[src/verilog/crt_map.svh]
// register indices, field positions and port addresses of the raster timing block
`ifndef CRT_MAP_SVH
`define CRT_MAP_SVH

// ------------------------------------------------------------
// i/o port addresses
// ------------------------------------------------------------
`define CRT_IO_INDEX_MONO      16'h03b4
`define CRT_IO_DATA_MONO       16'h03b5
`define CRT_IO_INDEX_COLOR     16'h03d4
`define CRT_IO_DATA_COLOR      16'h03d5

// ------------------------------------------------------------
// register indices
// ------------------------------------------------------------
`define CRT_HORIZ_BLANK_START   5'h02
`define CRT_HORIZ_BLANK_END     5'h03
`define CRT_HORIZ_RETRACE_START 5'h04
`define CRT_HORIZ_RETRACE_END   5'h05
`define CRT_VERT_TOTAL_LOW      5'h06
`define CRT_VERTICAL_HIGH_BITS  5'h07
`define CRT_ROW_SCAN_PRESET     5'h08
`define CRT_ROW_HEIGHT          5'h09
`define CRT_CURSOR_FIRST_LINE   5'h0a
`define CRT_CURSOR_LAST_LINE    5'h0b
`define CRT_VERT_RETRACE_START  5'h10
`define CRT_VERT_RETRACE_END    5'h11
`define CRT_VERT_DISPLAY_END    5'h12
`define CRT_ROW_PITCH           5'h13
`define CRT_UNDERLINE_LINE      5'h14
`define CRT_VERT_BLANK_START    5'h15

// ------------------------------------------------------------
// field positions and reset values
// ------------------------------------------------------------
`define CRT_HIGH_VT             0
`define CRT_HIGH_VDE            1
`define CRT_HIGH_VRS            2
`define CRT_HIGH_VBS            3
`define CRT_HIGH_LC             4
`define CRT_IRQ_CLEAR_N         4
`define CRT_IRQ_DISABLE         5
`define CRT_START_ODD           7
`define CRT_REG_RESET           8'h00

`endif

[src/verilog/crt_pkg.sv]
// types shared by the raster timing block
package crt_pkg;

	// host i/o cycle, one strobe per access
	typedef struct packed {
		logic [15:0] addr;
		logic        wr;
		logic        rd;
		logic [7:0]  wdata;
	} crt_io_req_type;

	// timing values held outside this block
	typedef struct packed {
		logic [7:0]  horiz_total;
		logic [7:0]  horiz_display_end;
		logic [4:0]  vert_blank_end;
		logic        byte_mode;
		logic [15:0] frame_start_addr;
		logic [7:0]  cursor_column;
	} crt_ext_cfg_type;

	// whole state of the timing generator
	typedef struct packed {
		logic [7:0]       index;
		logic [31:0][7:0] regs;
		logic [7:0]       rdata;
		logic             rvalid;
		logic [7:0]       hcnt;
		logic [8:0]       vcnt;
		logic             horizontal_blank_signal;
		logic             hretr_raw;
		logic             hretr;
		logic             vretr;
		logic             vertical_blank_signal;
		logic             blank;
		logic [2:0]       de_pipe;
		logic             de;
		logic [2:0]       hr_pipe;
		logic [2:0]       cur_pipe;
		logic             cursor;
		logic             underline;
		logic [4:0]       row_scan;
		logic [15:0]      row_addr;
		logic [15:0]      addr_out;
		logic             irq;
	} crt_state_type;

endpackage : crt_pkg

[src/verilog/crt_timing.sv]
// raster timing generator with indexed i/o register file
`timescale 1ns/10ps
`include "crt_map.svh"

// What this block does
// - horizontal blanking starts when character count equals blank start register.
// - horizontal blanking ends when counter low five bits match end field.
// - display enable is delayed zero to three character clocks by skew field.
// - horizontal retrace starts when character count equals retrace start register.
// - horizontal retrace ends when counter low five bits match end field.
// - horizontal retrace is delayed zero to three clocks by delay field.
// - row address after retrace starts even or odd per select bit.
// - vertical total is nine bits, ninth bit (bit eight) from high-bits register.
// - high-bits register supplies bit eight of total, retrace, blank, display end.
// - row scan counter loads preset value after each vertical retrace.
// - row scan counter increments per horizontal retrace, clears at maximum.
// - each character row is one line taller than row height value.
// - block cursor begins on scan line equal to first line value.
// - block cursor ends on scan line equal to end field minus one.
// - cursor is delayed zero to three characters by cursor skew field.
// - vertical retrace ends when scan counter low four bits match end.
// - writing zero to the clear bit drops the pending vertical interrupt.
// - vertical interrupt enabled when its enable bit is zero.
// - active display stops at nine-bit vertical display end line.
// - next row start is current start plus K times row pitch.
// - registers reached via index port then neighbouring data port.
// - word addressing when word/byte bit is zero, byte when one.
// - screen blank output is horizontal OR vertical blanking.
module crt_timing
	import crt_pkg::*;
(
	// clock and reset
	input  wire logic            core_clk_in,
	input  wire logic            srst_in,
	// host i/o port
	input  wire crt_io_req_type  io_req_in,
	input  wire logic            mono_sel_in,
	output logic [7:0]           io_rdata_out,
	output logic                 io_rvalid_out,
	// timing values from neighbouring blocks
	input  wire crt_ext_cfg_type ext_cfg_in,
	// monitor side
	output logic                 horizontal_blank_signal_out,
	output logic                 horizontal_retrace_out,
	output logic                 vertical_retrace_pulse_out,
	output logic                 vertical_blank_signal_out,
	output logic                 screen_blank_out,
	output logic                 display_enable_out,
	output logic                 vertical_interrupt_output_out,
	// address generator side
	output logic [4:0]           row_scan_out,
	output logic                 cursor_out,
	output logic                 underline_out,
	output logic [15:0]          row_start_addr_out
);

	// ------------------------------------------------------------
	// helpers
	// ------------------------------------------------------------

	// pick the current value or one of three older copies
	function automatic logic crt_skew(input logic now, input logic [2:0] pipe,
		input logic [1:0] sel);
		logic v;
		v = now;
		if (sel != 2'b00)
		begin
			v = pipe[sel - 2'b01];
		end
		return v;
	endfunction : crt_skew

	// indices that hold a register; the rest read as zero
	function automatic logic crt_impl(input logic [4:0] idx);
		logic hit;
		hit = 1'b0;
		case (idx)
			`CRT_HORIZ_BLANK_START,
			`CRT_HORIZ_BLANK_END,
			`CRT_HORIZ_RETRACE_START,
			`CRT_HORIZ_RETRACE_END,
			`CRT_VERT_TOTAL_LOW,
			`CRT_VERTICAL_HIGH_BITS,
			`CRT_ROW_SCAN_PRESET,
			`CRT_ROW_HEIGHT,
			`CRT_CURSOR_FIRST_LINE,
			`CRT_CURSOR_LAST_LINE,
			`CRT_VERT_RETRACE_START,
			`CRT_VERT_RETRACE_END,
			`CRT_VERT_DISPLAY_END,
			`CRT_ROW_PITCH,
			`CRT_UNDERLINE_LINE,
			`CRT_VERT_BLANK_START: hit = 1'b1;
			default:               hit = 1'b0;
		endcase
		return hit;
	endfunction : crt_impl

	// ------------------------------------------------------------
	// state
	// ------------------------------------------------------------
	crt_state_type s;
	crt_state_type next_s;

	// ------------------------------------------------------------
	// next state
	// ------------------------------------------------------------
	always_comb
	begin
		logic [15:0] idx_port;
		logic [15:0] data_port;
		logic        data_wr;
		logic        line_end;
		logic        frame_end;
		logic [8:0]  vtotal;
		logic [8:0]  vrs;
		logic [8:0]  vbs;
		logic [8:0]  vde;
		logic        vdisp;
		logic        de_raw;
		logic        hr_start;
		logic        vr_start;
		logic        vr_end;
		logic        row_wrap;
		logic [15:0] pitch_step;
		logic [4:0]  cur_last;
		logic        cur_raw;
		logic [7:0]  r_hbe;
		logic [7:0]  r_hre;
		logic [7:0]  r_vre;
		logic [7:0]  r_high;
		logic [7:0]  r_cel;
		idx_port   = 16'h0000;
		data_port  = 16'h0000;
		data_wr    = 1'b0;
		line_end   = 1'b0;
		frame_end  = 1'b0;
		vtotal     = 9'h000;
		vrs        = 9'h000;
		vbs        = 9'h000;
		vde        = 9'h000;
		vdisp      = 1'b0;
		de_raw     = 1'b0;
		hr_start   = 1'b0;
		vr_start   = 1'b0;
		vr_end     = 1'b0;
		row_wrap   = 1'b0;
		pitch_step = 16'h0000;
		cur_last   = 5'h00;
		cur_raw    = 1'b0;
		next_s     = s;
		r_hbe      = s.regs[`CRT_HORIZ_BLANK_END];
		r_hre      = s.regs[`CRT_HORIZ_RETRACE_END];
		r_vre      = s.regs[`CRT_VERT_RETRACE_END];
		r_high     = s.regs[`CRT_VERTICAL_HIGH_BITS];
		r_cel      = s.regs[`CRT_CURSOR_LAST_LINE];

		// host port: index first, then data next to it
		idx_port  = mono_sel_in ? `CRT_IO_INDEX_MONO : `CRT_IO_INDEX_COLOR;
		data_port = mono_sel_in ? `CRT_IO_DATA_MONO : `CRT_IO_DATA_COLOR;
		next_s.rvalid = 1'b0;
		if (io_req_in.wr && io_req_in.addr == idx_port)
		begin
			next_s.index = io_req_in.wdata;
		end
		data_wr = io_req_in.wr && io_req_in.addr == data_port
			&& s.index[7:5] == 3'b000 && crt_impl(s.index[4:0]);
		if (data_wr)
		begin
			next_s.regs[s.index[4:0]] = io_req_in.wdata;
		end
		if (io_req_in.rd && io_req_in.addr == idx_port)
		begin
			// top bits of the index read back fixed, bit 5 is the AND of stored bits 7 and 6
			next_s.rdata  = {2'b11, &s.index[7:6], s.index[4:0]};
			next_s.rvalid = 1'b1;
		end
		else if (io_req_in.rd && io_req_in.addr == data_port)
		begin
			next_s.rdata = (s.index[7:5] == 3'b000 && crt_impl(s.index[4:0]))
				? s.regs[s.index[4:0]] : 8'h00;
			next_s.rvalid = 1'b1;
		end

		// nine-bit vertical values from low register plus high bits
		vtotal = {r_high[`CRT_HIGH_VT], s.regs[`CRT_VERT_TOTAL_LOW]};
		vrs    = {r_high[`CRT_HIGH_VRS], s.regs[`CRT_VERT_RETRACE_START]};
		vbs    = {r_high[`CRT_HIGH_VBS], s.regs[`CRT_VERT_BLANK_START]};
		vde    = {r_high[`CRT_HIGH_VDE], s.regs[`CRT_VERT_DISPLAY_END]};

		// character counter: line holds total plus two characters
		line_end = s.hcnt == ext_cfg_in.horiz_total + 8'h01;
		next_s.hcnt = line_end ? 8'h00 : s.hcnt + 8'h01;

		// horizontal blanking; a start on the end count wins
		if (s.hcnt[4:0] == r_hbe[4:0])
		begin
			next_s.horizontal_blank_signal = 1'b0;
		end
		if (s.hcnt == s.regs[`CRT_HORIZ_BLANK_START])
		begin
			next_s.horizontal_blank_signal = 1'b1;
		end

		// horizontal retrace before its delay stage
		hr_start = s.hcnt == s.regs[`CRT_HORIZ_RETRACE_START];
		if (s.hcnt[4:0] == r_hre[4:0])
		begin
			next_s.hretr_raw = 1'b0;
		end
		if (hr_start)
		begin
			next_s.hretr_raw = 1'b1;
		end
		next_s.hr_pipe = {s.hr_pipe[1:0], s.hretr_raw};
		next_s.hretr   = crt_skew(s.hretr_raw, s.hr_pipe, r_hre[6:5]);

		// scan line counter, one step per line
		frame_end = line_end && s.vcnt == vtotal;
		if (frame_end)
		begin
			next_s.vcnt = 9'h000;
		end
		else if (line_end)
		begin
			next_s.vcnt = s.vcnt + 9'h001;
		end

		// vertical retrace and blanking change only at line ends
		vr_start = line_end && s.vcnt == vrs && !s.vretr;
		vr_end   = line_end && s.vretr && s.vcnt[3:0] == r_vre[3:0];
		if (vr_end)
		begin
			next_s.vretr = 1'b0;
		end
		if (line_end && s.vcnt == vrs)
		begin
			next_s.vretr = 1'b1;
		end
		if (line_end && s.vcnt[4:0] == ext_cfg_in.vert_blank_end)
		begin
			next_s.vertical_blank_signal = 1'b0;
		end
		if (line_end && s.vcnt == vbs)
		begin
			next_s.vertical_blank_signal = 1'b1;
		end
		next_s.blank = next_s.horizontal_blank_signal | next_s.vertical_blank_signal;

		// vertical interrupt: a new retrace beats a clear in the same cycle
		if (data_wr && s.index[4:0] == `CRT_VERT_RETRACE_END
			&& !io_req_in.wdata[`CRT_IRQ_CLEAR_N])
		begin
			next_s.irq = 1'b0;
		end
		if (vr_start && !r_vre[`CRT_IRQ_DISABLE])
		begin
			next_s.irq = 1'b1;
		end

		// row scan counter; row is row height plus one lines tall
		row_wrap = s.row_scan == s.regs[`CRT_ROW_HEIGHT][4:0];
		if (vr_end)
		begin
			next_s.row_scan = s.regs[`CRT_ROW_SCAN_PRESET][4:0];
		end
		else if (hr_start)
		begin
			next_s.row_scan = row_wrap ? 5'h00 : s.row_scan + 5'h01;
		end

		// row start address: word mode steps by four, byte mode by two
		pitch_step = ext_cfg_in.byte_mode
			? {7'h00, s.regs[`CRT_ROW_PITCH], 1'b0}
			: {6'h00, s.regs[`CRT_ROW_PITCH], 2'b00};
		if (frame_end)
		begin
			next_s.row_addr = ext_cfg_in.frame_start_addr;
		end
		else if (hr_start && row_wrap && !vr_end)
		begin
			next_s.row_addr = s.row_addr + pitch_step;
		end
		// low bit forced so each line starts even or odd
		next_s.addr_out = {s.row_addr[15:1], r_hre[`CRT_START_ODD]};

		// display enable: both axes inside the active area
		vdisp  = s.vcnt <= vde;
		de_raw = vdisp && s.hcnt <= ext_cfg_in.horiz_display_end;
		next_s.de_pipe = {s.de_pipe[1:0], de_raw};
		next_s.de = crt_skew(de_raw, s.de_pipe, r_hbe[6:5]);

		// block cursor lines, then cursor column, then skew
		cur_last = r_cel[4:0] - 5'h01;
		cur_raw  = de_raw && s.hcnt == ext_cfg_in.cursor_column
			&& s.row_scan >= s.regs[`CRT_CURSOR_FIRST_LINE][4:0]
			&& s.row_scan <= cur_last;
		next_s.cur_pipe = {s.cur_pipe[1:0], cur_raw};
		next_s.cursor = crt_skew(cur_raw, s.cur_pipe, r_cel[6:5]);

		// register holds one less than the underline scan line
		next_s.underline = s.row_scan
			== s.regs[`CRT_UNDERLINE_LINE][4:0] + 5'h01;
	end

	// ------------------------------------------------------------
	// state register
	// ------------------------------------------------------------
	// reset clears every register so the raster starts from the corner
	always_ff @(posedge core_clk_in)
	begin
		if (srst_in)
		begin
			s      <= '0;
			s.regs <= {32{`CRT_REG_RESET}};
		end
		else
		begin
			s <= next_s;
		end
	end

	// ------------------------------------------------------------
	// outputs, all straight from the state register
	// ------------------------------------------------------------
	assign io_rdata_out                  = s.rdata;
	assign io_rvalid_out                 = s.rvalid;
	assign horizontal_blank_signal_out   = s.horizontal_blank_signal;
	assign horizontal_retrace_out        = s.hretr;
	assign vertical_retrace_pulse_out    = s.vretr;
	assign vertical_blank_signal_out     = s.vertical_blank_signal;
	assign screen_blank_out              = s.blank;
	assign display_enable_out            = s.de;
	assign vertical_interrupt_output_out = s.irq;
	assign row_scan_out                  = s.row_scan;
	assign cursor_out                    = s.cursor;
	assign underline_out                 = s.underline;
	assign row_start_addr_out            = s.addr_out;

endmodule : crt_timing

[config.mk]
export PLATFORM = sky130hd
export DESIGN_NAME = crt_timing
export DESIGN_NICKNAME = d
export VERILOG_FILES = /design/src/verilog/crt_pkg.sv /design/src/verilog/crt_timing.sv
export VERILOG_INCLUDE_DIRS = /design/src /design/src/verilog
export SDC_FILE = /design/constraint.sdc
export NUM_CORES = 1
export LEC_CHECK = 0
export ABC_AREA = 1
export ABC_CLOCK_PERIOD_IN_PS = 2100
export BUFFER_PORTS_ARGS = -buffer_cell sky130_fd_sc_hd__clkbuf_2
export CAP_MARGIN = 5
export CORE_AREA = 2 2 196 198
export CTS_CLUSTER_DIAMETER = 60
export DETAILED_ROUTE_END_ITERATION = 8
export DIE_AREA = 0 0 198 200
export HOLD_SLACK_MARGIN = 0.1
export PLACE_DENSITY = 0.78
export SYNTH_ARGS = -nofsm -noshare
export SYNTH_HDL_FRONTEND = slang
export SYNTH_SLANG_ARGS = --single-unit
export TNS_END_PERCENT = 10
[constraint.sdc]
create_clock -name core_clk_in -period 2.1 [get_ports core_clk_in]
set_clock_uncertainty 0.05 [all_clocks]
set_input_delay 0.315 -clock core_clk_in [delete_from_list [all_inputs] [get_ports core_clk_in]]
set_output_delay 0.315 -clock core_clk_in [all_outputs]
set_load 0.1 [all_outputs]
# Yosys cells after proc, flatten, opt, wreduce, memory -nomap -nowiden
# Memories as Yosys holds them, arrays and structs flattened. A register that Yosys moved wholly into a read port is not among the register bits.
# Index checks and enable logic that the tools add are counted.
# totals
mem_count	2
ff_bits	346
romBits	64
output_inout_bits	39
input_bits	75
# op_classes
bitwise_logic	1
n_lt_le_gt_ge	9
mux	41
eq_ne	16
add_sub_neg	10
reduce_logical	41
# memory_table
name	words	word_bits	rd	rd_clocked_by_memory_dff	write_ports	line_no	text
(no name shown)	32	1	1	1	0	crt_timing.sv:77	case (idx)
(no name shown)	32	1	1	1	0	crt_timing.sv:77	
# op_table
op	count
256-bit bitwise mux	1
8-bit binary-select mux with 5-bit select	1
8-bit demux with 5-bit select	1
5-bit 2-to-1 mux	7
16-bit by 10-bit equality test with 1-bit output	2
8-bit equality test	4
16-bit 2-to-1 mux	2
9-bit equality test	3
5-bit equality test	5
1-bit logical AND	24
8-bit 2-to-1 mux	3
1-bit 2-to-1 mux	18
9-bit 2-to-1 mux	2
2-bit nonzero test	9
16-bit by 10-bit adder with 16-bit output	1
8-bit by 1-bit adder with 8-bit output, second input constant	2
7-bit 2-to-1 mux	2
5-bit by 1-bit adder with 5-bit output, second input constant	2
10-bit 2-to-1 mux	1
9-bit by 1-bit adder with 9-bit output, second input constant	1
9-bit <= comparator	1
2-bit by 3-bit less-than comparator with 1-bit output, second input constant	3
8-bit <= comparator	1
1-bit binary-select mux with 2-bit select	3
other kinds (13)	19

# Longest topological paths before layout
# logic_depth
ltp_word	9
mapped_depth	18
mapped_depth_nobuf	17

# Least setup slack after synthesis
# No wires, ideal clock.
# synth_timing
path_type	in2reg
start	input ext_cfg_in[24] in the netlist's numbering
end	register s, in the netlist next_s[12]
stages	17
slack_ns	-0.179
arrival_time_ns	2.118
path_cell_list	clkbuf_1 nand2_1 inv_1 ha_1 inv_1 fa_1 nand3b_1 nand2_1 nand3_1 nand2_1 nand2_1 nand2_1 nand2_1 nand3_1 nand2_1 nor2_1 nor2_1
# synth_between
elab_chain_cells	4
# synth_lines
element	line_no	text
start: declaration	crt_timing.sv:41	input wire crt_ext_cfg_type ext_cfg_in,
10-bit 2-to-1 mux	crt_timing.sv:273	pitch_step = ext_cfg_in.byte_mode
16-bit by 10-bit adder with 16-bit output	crt_timing.sv:282	next_s.row_addr = s.row_addr + pitch_step;
16-bit 2-to-1 mux	crt_timing.sv:280	else if (hr_start && row_wrap && !vr_end)
16-bit 2-to-1 mux	crt_timing.sv:276	if (frame_end)
end signal: assignment	crt_timing.sv:319	s <= next_s;
end: declaration	crt_timing.sv:102	crt_state_type s;
# No other way between the ends. The select of a mux whose other input is x is not followed.
# A chain may end at the register's enable or synchronous reset.

# Worst setup path in the final report
# layout_timing
start	register s[238] in the netlist's numbering
end	register s, in the netlist next_s[10]
# layout_between
elab_chain_cells	4
# layout_lines
element	line_no
10-bit 2-to-1 mux	crt_timing.sv:273
16-bit by 10-bit adder with 16-bit output	crt_timing.sv:282
16-bit 2-to-1 mux	crt_timing.sv:280
16-bit 2-to-1 mux	crt_timing.sv:276
# No other way between the ends. The select of a mux whose other input is x is not followed.

==> flow_metrics.py <==
metrics = {
    "detailed_routing": {
        "postRouteAntennaNets": 0,
        "viasPerCell": 5.47,
        "drc_errors": 0,
        "dr_total_vias": 18700,
        "drtIter0Drc": 2022,
        "wl_per_cell_um": 16.8,
        "firstDrtPassIters": 6,
        "wirelength_um": 57600,
    },
    "sta": {
        "fmax_mhz": 475,
        "max_slew_margin_pct": 50.1,
        "period_share_pct": 100,
        "fin_ws_ns": -0.00410,
        "hold_viol_final": 0,
        "worst_slew_pin_slew_ns": 0.748,
        "setup_viol": 1,
        "final-max-slew-violation-count": 0,
        "post-route-min-period_ns": 2.10,
        "rsz0062_at_grt": "yes",
    },
    "synth": {
        "ys_seq_area_share_pct": 37.5,
        "synth_edf_count": 0,
        "synth_top_area_cell": "dfxtp_1",
        "synth_fa_ha_area_share_pct": 3.15,
        "synth_top_area_share_pct": 37.5,
        "synth_cells": 2740,
        "ys.warnings.count": 0,
        "ys_ff_latch": 346,
        "synthSimpleGateAreaFrac_pct": 32.1,
        "async_reset_ff_share_pct": 0,
        "synthMuxAreaShare_pct": 0,
        "yosysUniqueCellTypes": 50,
        "syn_area_per_cell_um2": 6.75,
        "synth_xor_area_share_pct": 3.93,
        "syn_nets": 2861,
        "synthFlopType": "dfxtp_1",
        "synthTopCellsByArea": "dfxtp_1 (37%), nor2_1 (13%), nand2_1 (11%)",
        "synth_top_family_by_area": "simple AND/OR/NAND/NOR gates",
        "synth_area_um2": 18500,
        "synth_compound_area_share_pct": 14.1,
    },
    "cells_and_area": {
        "multi_input_area_um2": 9970,
        "drive_above_1_share_pct": 16.1,
        "fin_area_um2": 21800,
        "num_antenna_cells": 0,
        "n_fill_cell": 3388,
        "syn_to_final_growth_pct": 18.1,
        "final_cell_mix": "nor2_1 (641), nand2_1 (542), dfxtp_1 (329), o21ai_0 (264), inv_1 (205)",
        "regArea_um2": 6950,
        "final_common_cell": "nor2_1",
        "num-nets-final": 3007,
    },
    "floorplanning": {
        "core_um2": 37400,
        "ios": 114,
        "chipHeight_um": 200,
        "die_w_um": 198,
        "dieArea_um2": 39600,
        "initial_core_util_pct": 49.4,
        "row_count": 71,
    },
    "critical_path": {
        "critical_path.slowest_cell": "dfxtp_1",
        "path_common_cell": "nor2_1",
        "path_buf_inv": 0,
        "arrival_ns": 2.53,
        "slowest_delay_ns": 0.41,
        "path_max_fanout": 4,
        "endpoint_kind": "flip-flop",
        "critical-path-top-delay-family": "compound AO/OA/AOI/OAI gates",
        "crit_chain": "nor2_1 > a21oi_1 > ha_1 > a21oi_2 > o21ai_0 > a21oi_1 > xnor2_1 > nand2_1 > nand2_1 > nor2_1 > nor2_1",
        "cp-start-kind": "flip-flop",
        "worstPathRequired_ns": 2.53,
        "critPathKind": "flip-flop to flip-flop",
    },
    "clocking": {
        "ctsLongestPathBuffers": 3,
        "cts_tree": "yes",
        "numCtsBuffers": 39,
        "htree_levels": 2,
        "clkTransAtPathRegs_ns": 0.06,
        "cts_root_buffer": "clkbuf_16",
        "clock_latency_ns": 0.55,
        "cts.sinks": 346,
    },
    "power_and_ir_drop": {
        "ir_drop_mv": 0.532,
        "clockPowerShare_pct": 48.0,
        "swShare_pct": 24.5,
        "pwr-share-comb_pct": 8.3,
        "power_leakage_uw": 0.0106,
        "power.density_nw_per_um2": 701,
        "p_seq_share_pct": 43.8,
        "finalPower_uw": 15300,
        "switchingPower_uw": 3750,
        "intPower_uw": 11600,
    },
    "grt": {
        "grt_pass1_wl_um": 91100,
        "antenna_found_initial": 0,
        "grt_max_degree": 56,
        "grt_pass1_vias": 17500,
        "track_usage_pct": 28.8,
        "overflow": 0,
    },
    "outcome": {
        "violations": "setup timing",
        "status": "finished, violations left",
    },
    "placement": {
        "placed_cell_area_um2": 20200,
        "gp_congestion": 0.915,
        "portBuffers": 112,
        "dp_hpwl_um": 40300,
    },
    "flow_run": {
        "maxCapViolations": 0,
    },
    "min_path": {
        "min_path_type": "input pin to flip-flop",
    },
}
[cell families after synthesis]
kind of cell / after synthesis
buffers and inverters: 406
and+or+nand+nor: 1398
AOI/OAI and AO/OA: 461
DFF: 346
xor gates and xnor gates: 83
adders and majority gates: 46
[final timing paths]
kind,from,depth (start not counted),end,slack (ns)
worst min register to register,next_s[49],2,s[49],0.37
worst min-delay path,ext_cfg_in[11],5,next_s[4],0.12
worst max register to register,s[238],11,next_s[10],-0.004
worst max-delay path,s[238],11,next_s[10],-0.004
[tightest hold or removal path, stage by stage]
cell and delay (ns):
clkbuf_2 0.08, inv_1 0.04, o21ai_1 0.12, nor2_1 0.05, nor2_1 0.07
[repair_timing]
item,in CTS,in global routing
setup endpoints to repair,28,66
endpoints found under the hold margin,7,0
resized for setup,8,51
hold buffers,7,0
buffers inserted,0,1
pin swaps,0,13
[per-layer routing]
metal | GRT usage (%) | part of all wire (%) | vias up
li1 | - | - | 9036
met1 | 37.8 | 42 | 8618
met2 | 47.7 | 46 | 922
met3 | 3.98 | 8.8 | 162
met4 | 12.4 | 3.9 | 0
met5 | 0 | 0 | -
[power groups by stage]
stage / logic [uW] / registers (uW) / clock network, uW
2_1_floorplan: 787 / 6880 / 0
6_report: 1270 / 6700 / 7340
5_1_grt: 1370 / 6700 / 7640
3_5_place_dp: 1220 / 6840 / 0
3_3_place_gp: 1200 / 6840 / 0
4_1_cts: 1240 / 6700 / 7380
[area by class of cell]
type | instances | area share (%)
clock buffer | 55 | 5.40
sequential | 346 | 31.9
timing repair buffer | 264 | 8.92
inverter | 247 | 4.28
clock inverter | 13 | 0.917
tap | 511 | 2.93
multi-input combinational | 1988 | 45.7
[cells in the mapped netlist (2+ instances only)]
| cell type | count |
|---|---|
| o22ai_1 | 4 |
| o2111ai_1 | 2 |
| clkinv_1 | 2 |
| nor3_2 | 7 |
| buf_1 | 32 |
| xnor2_1 | 58 |
| xor2_1 | 25 |
| nor3_1 | 19 |
| nand2_2 | 3 |
| nand3b_1 | 2 |
| nand2_4 | 8 |
| a21o_1 | 2 |
| or2_1 | 2 |
| nand2_1 | 547 |
| buf_2 | 29 |
| a21oi_1 | 60 |
| ha_1 | 45 |
| nand4_2 | 2 |
| inv_1 | 208 |
| nand3_1 | 74 |
| dfxtp_1 | 346 |
| o21a_1 | 2 |
| or2_2 | 8 |
| o21ai_0 | 273 |
| nor2_1 | 647 |
| nand3_4 | 4 |
| a22oi_1 | 102 |
| clkbuf_1 | 61 |
| o21ai_1 | 9 |
| inv_2 | 37 |
| nor2_2 | 2 |
| nor2_4 | 28 |
| nand4_1 | 38 |
| buf_4 | 36 |
[sequential cells by signal, indices dropped and copies added, names as in the netlist, 5 cells and up, named ones only]
signal,cells
row_start_addr_out,16
row_scan_out,5
io_rdata_out,8
s,283
next_s,23
[metrics by stage]
stage	TNS, ns	setup slack [ns]	util (%)	instances	hold WS, ns
after floorplan	0	0.0147	-	2740	0.349
after global placement	-3.33	-0.145	54.1	3348	0.358
after detailed placement	-7.36	-0.165	54.1	3348	0.363
after CTS	-0.0440	-0.0387	58.0	3423	0.102
after global routing	-0.682	-0.148	58.3	3424	0.140
final	-0.00410	-0.00410	58.3	3424	0.120
Power figures use the tool's default switching activity.
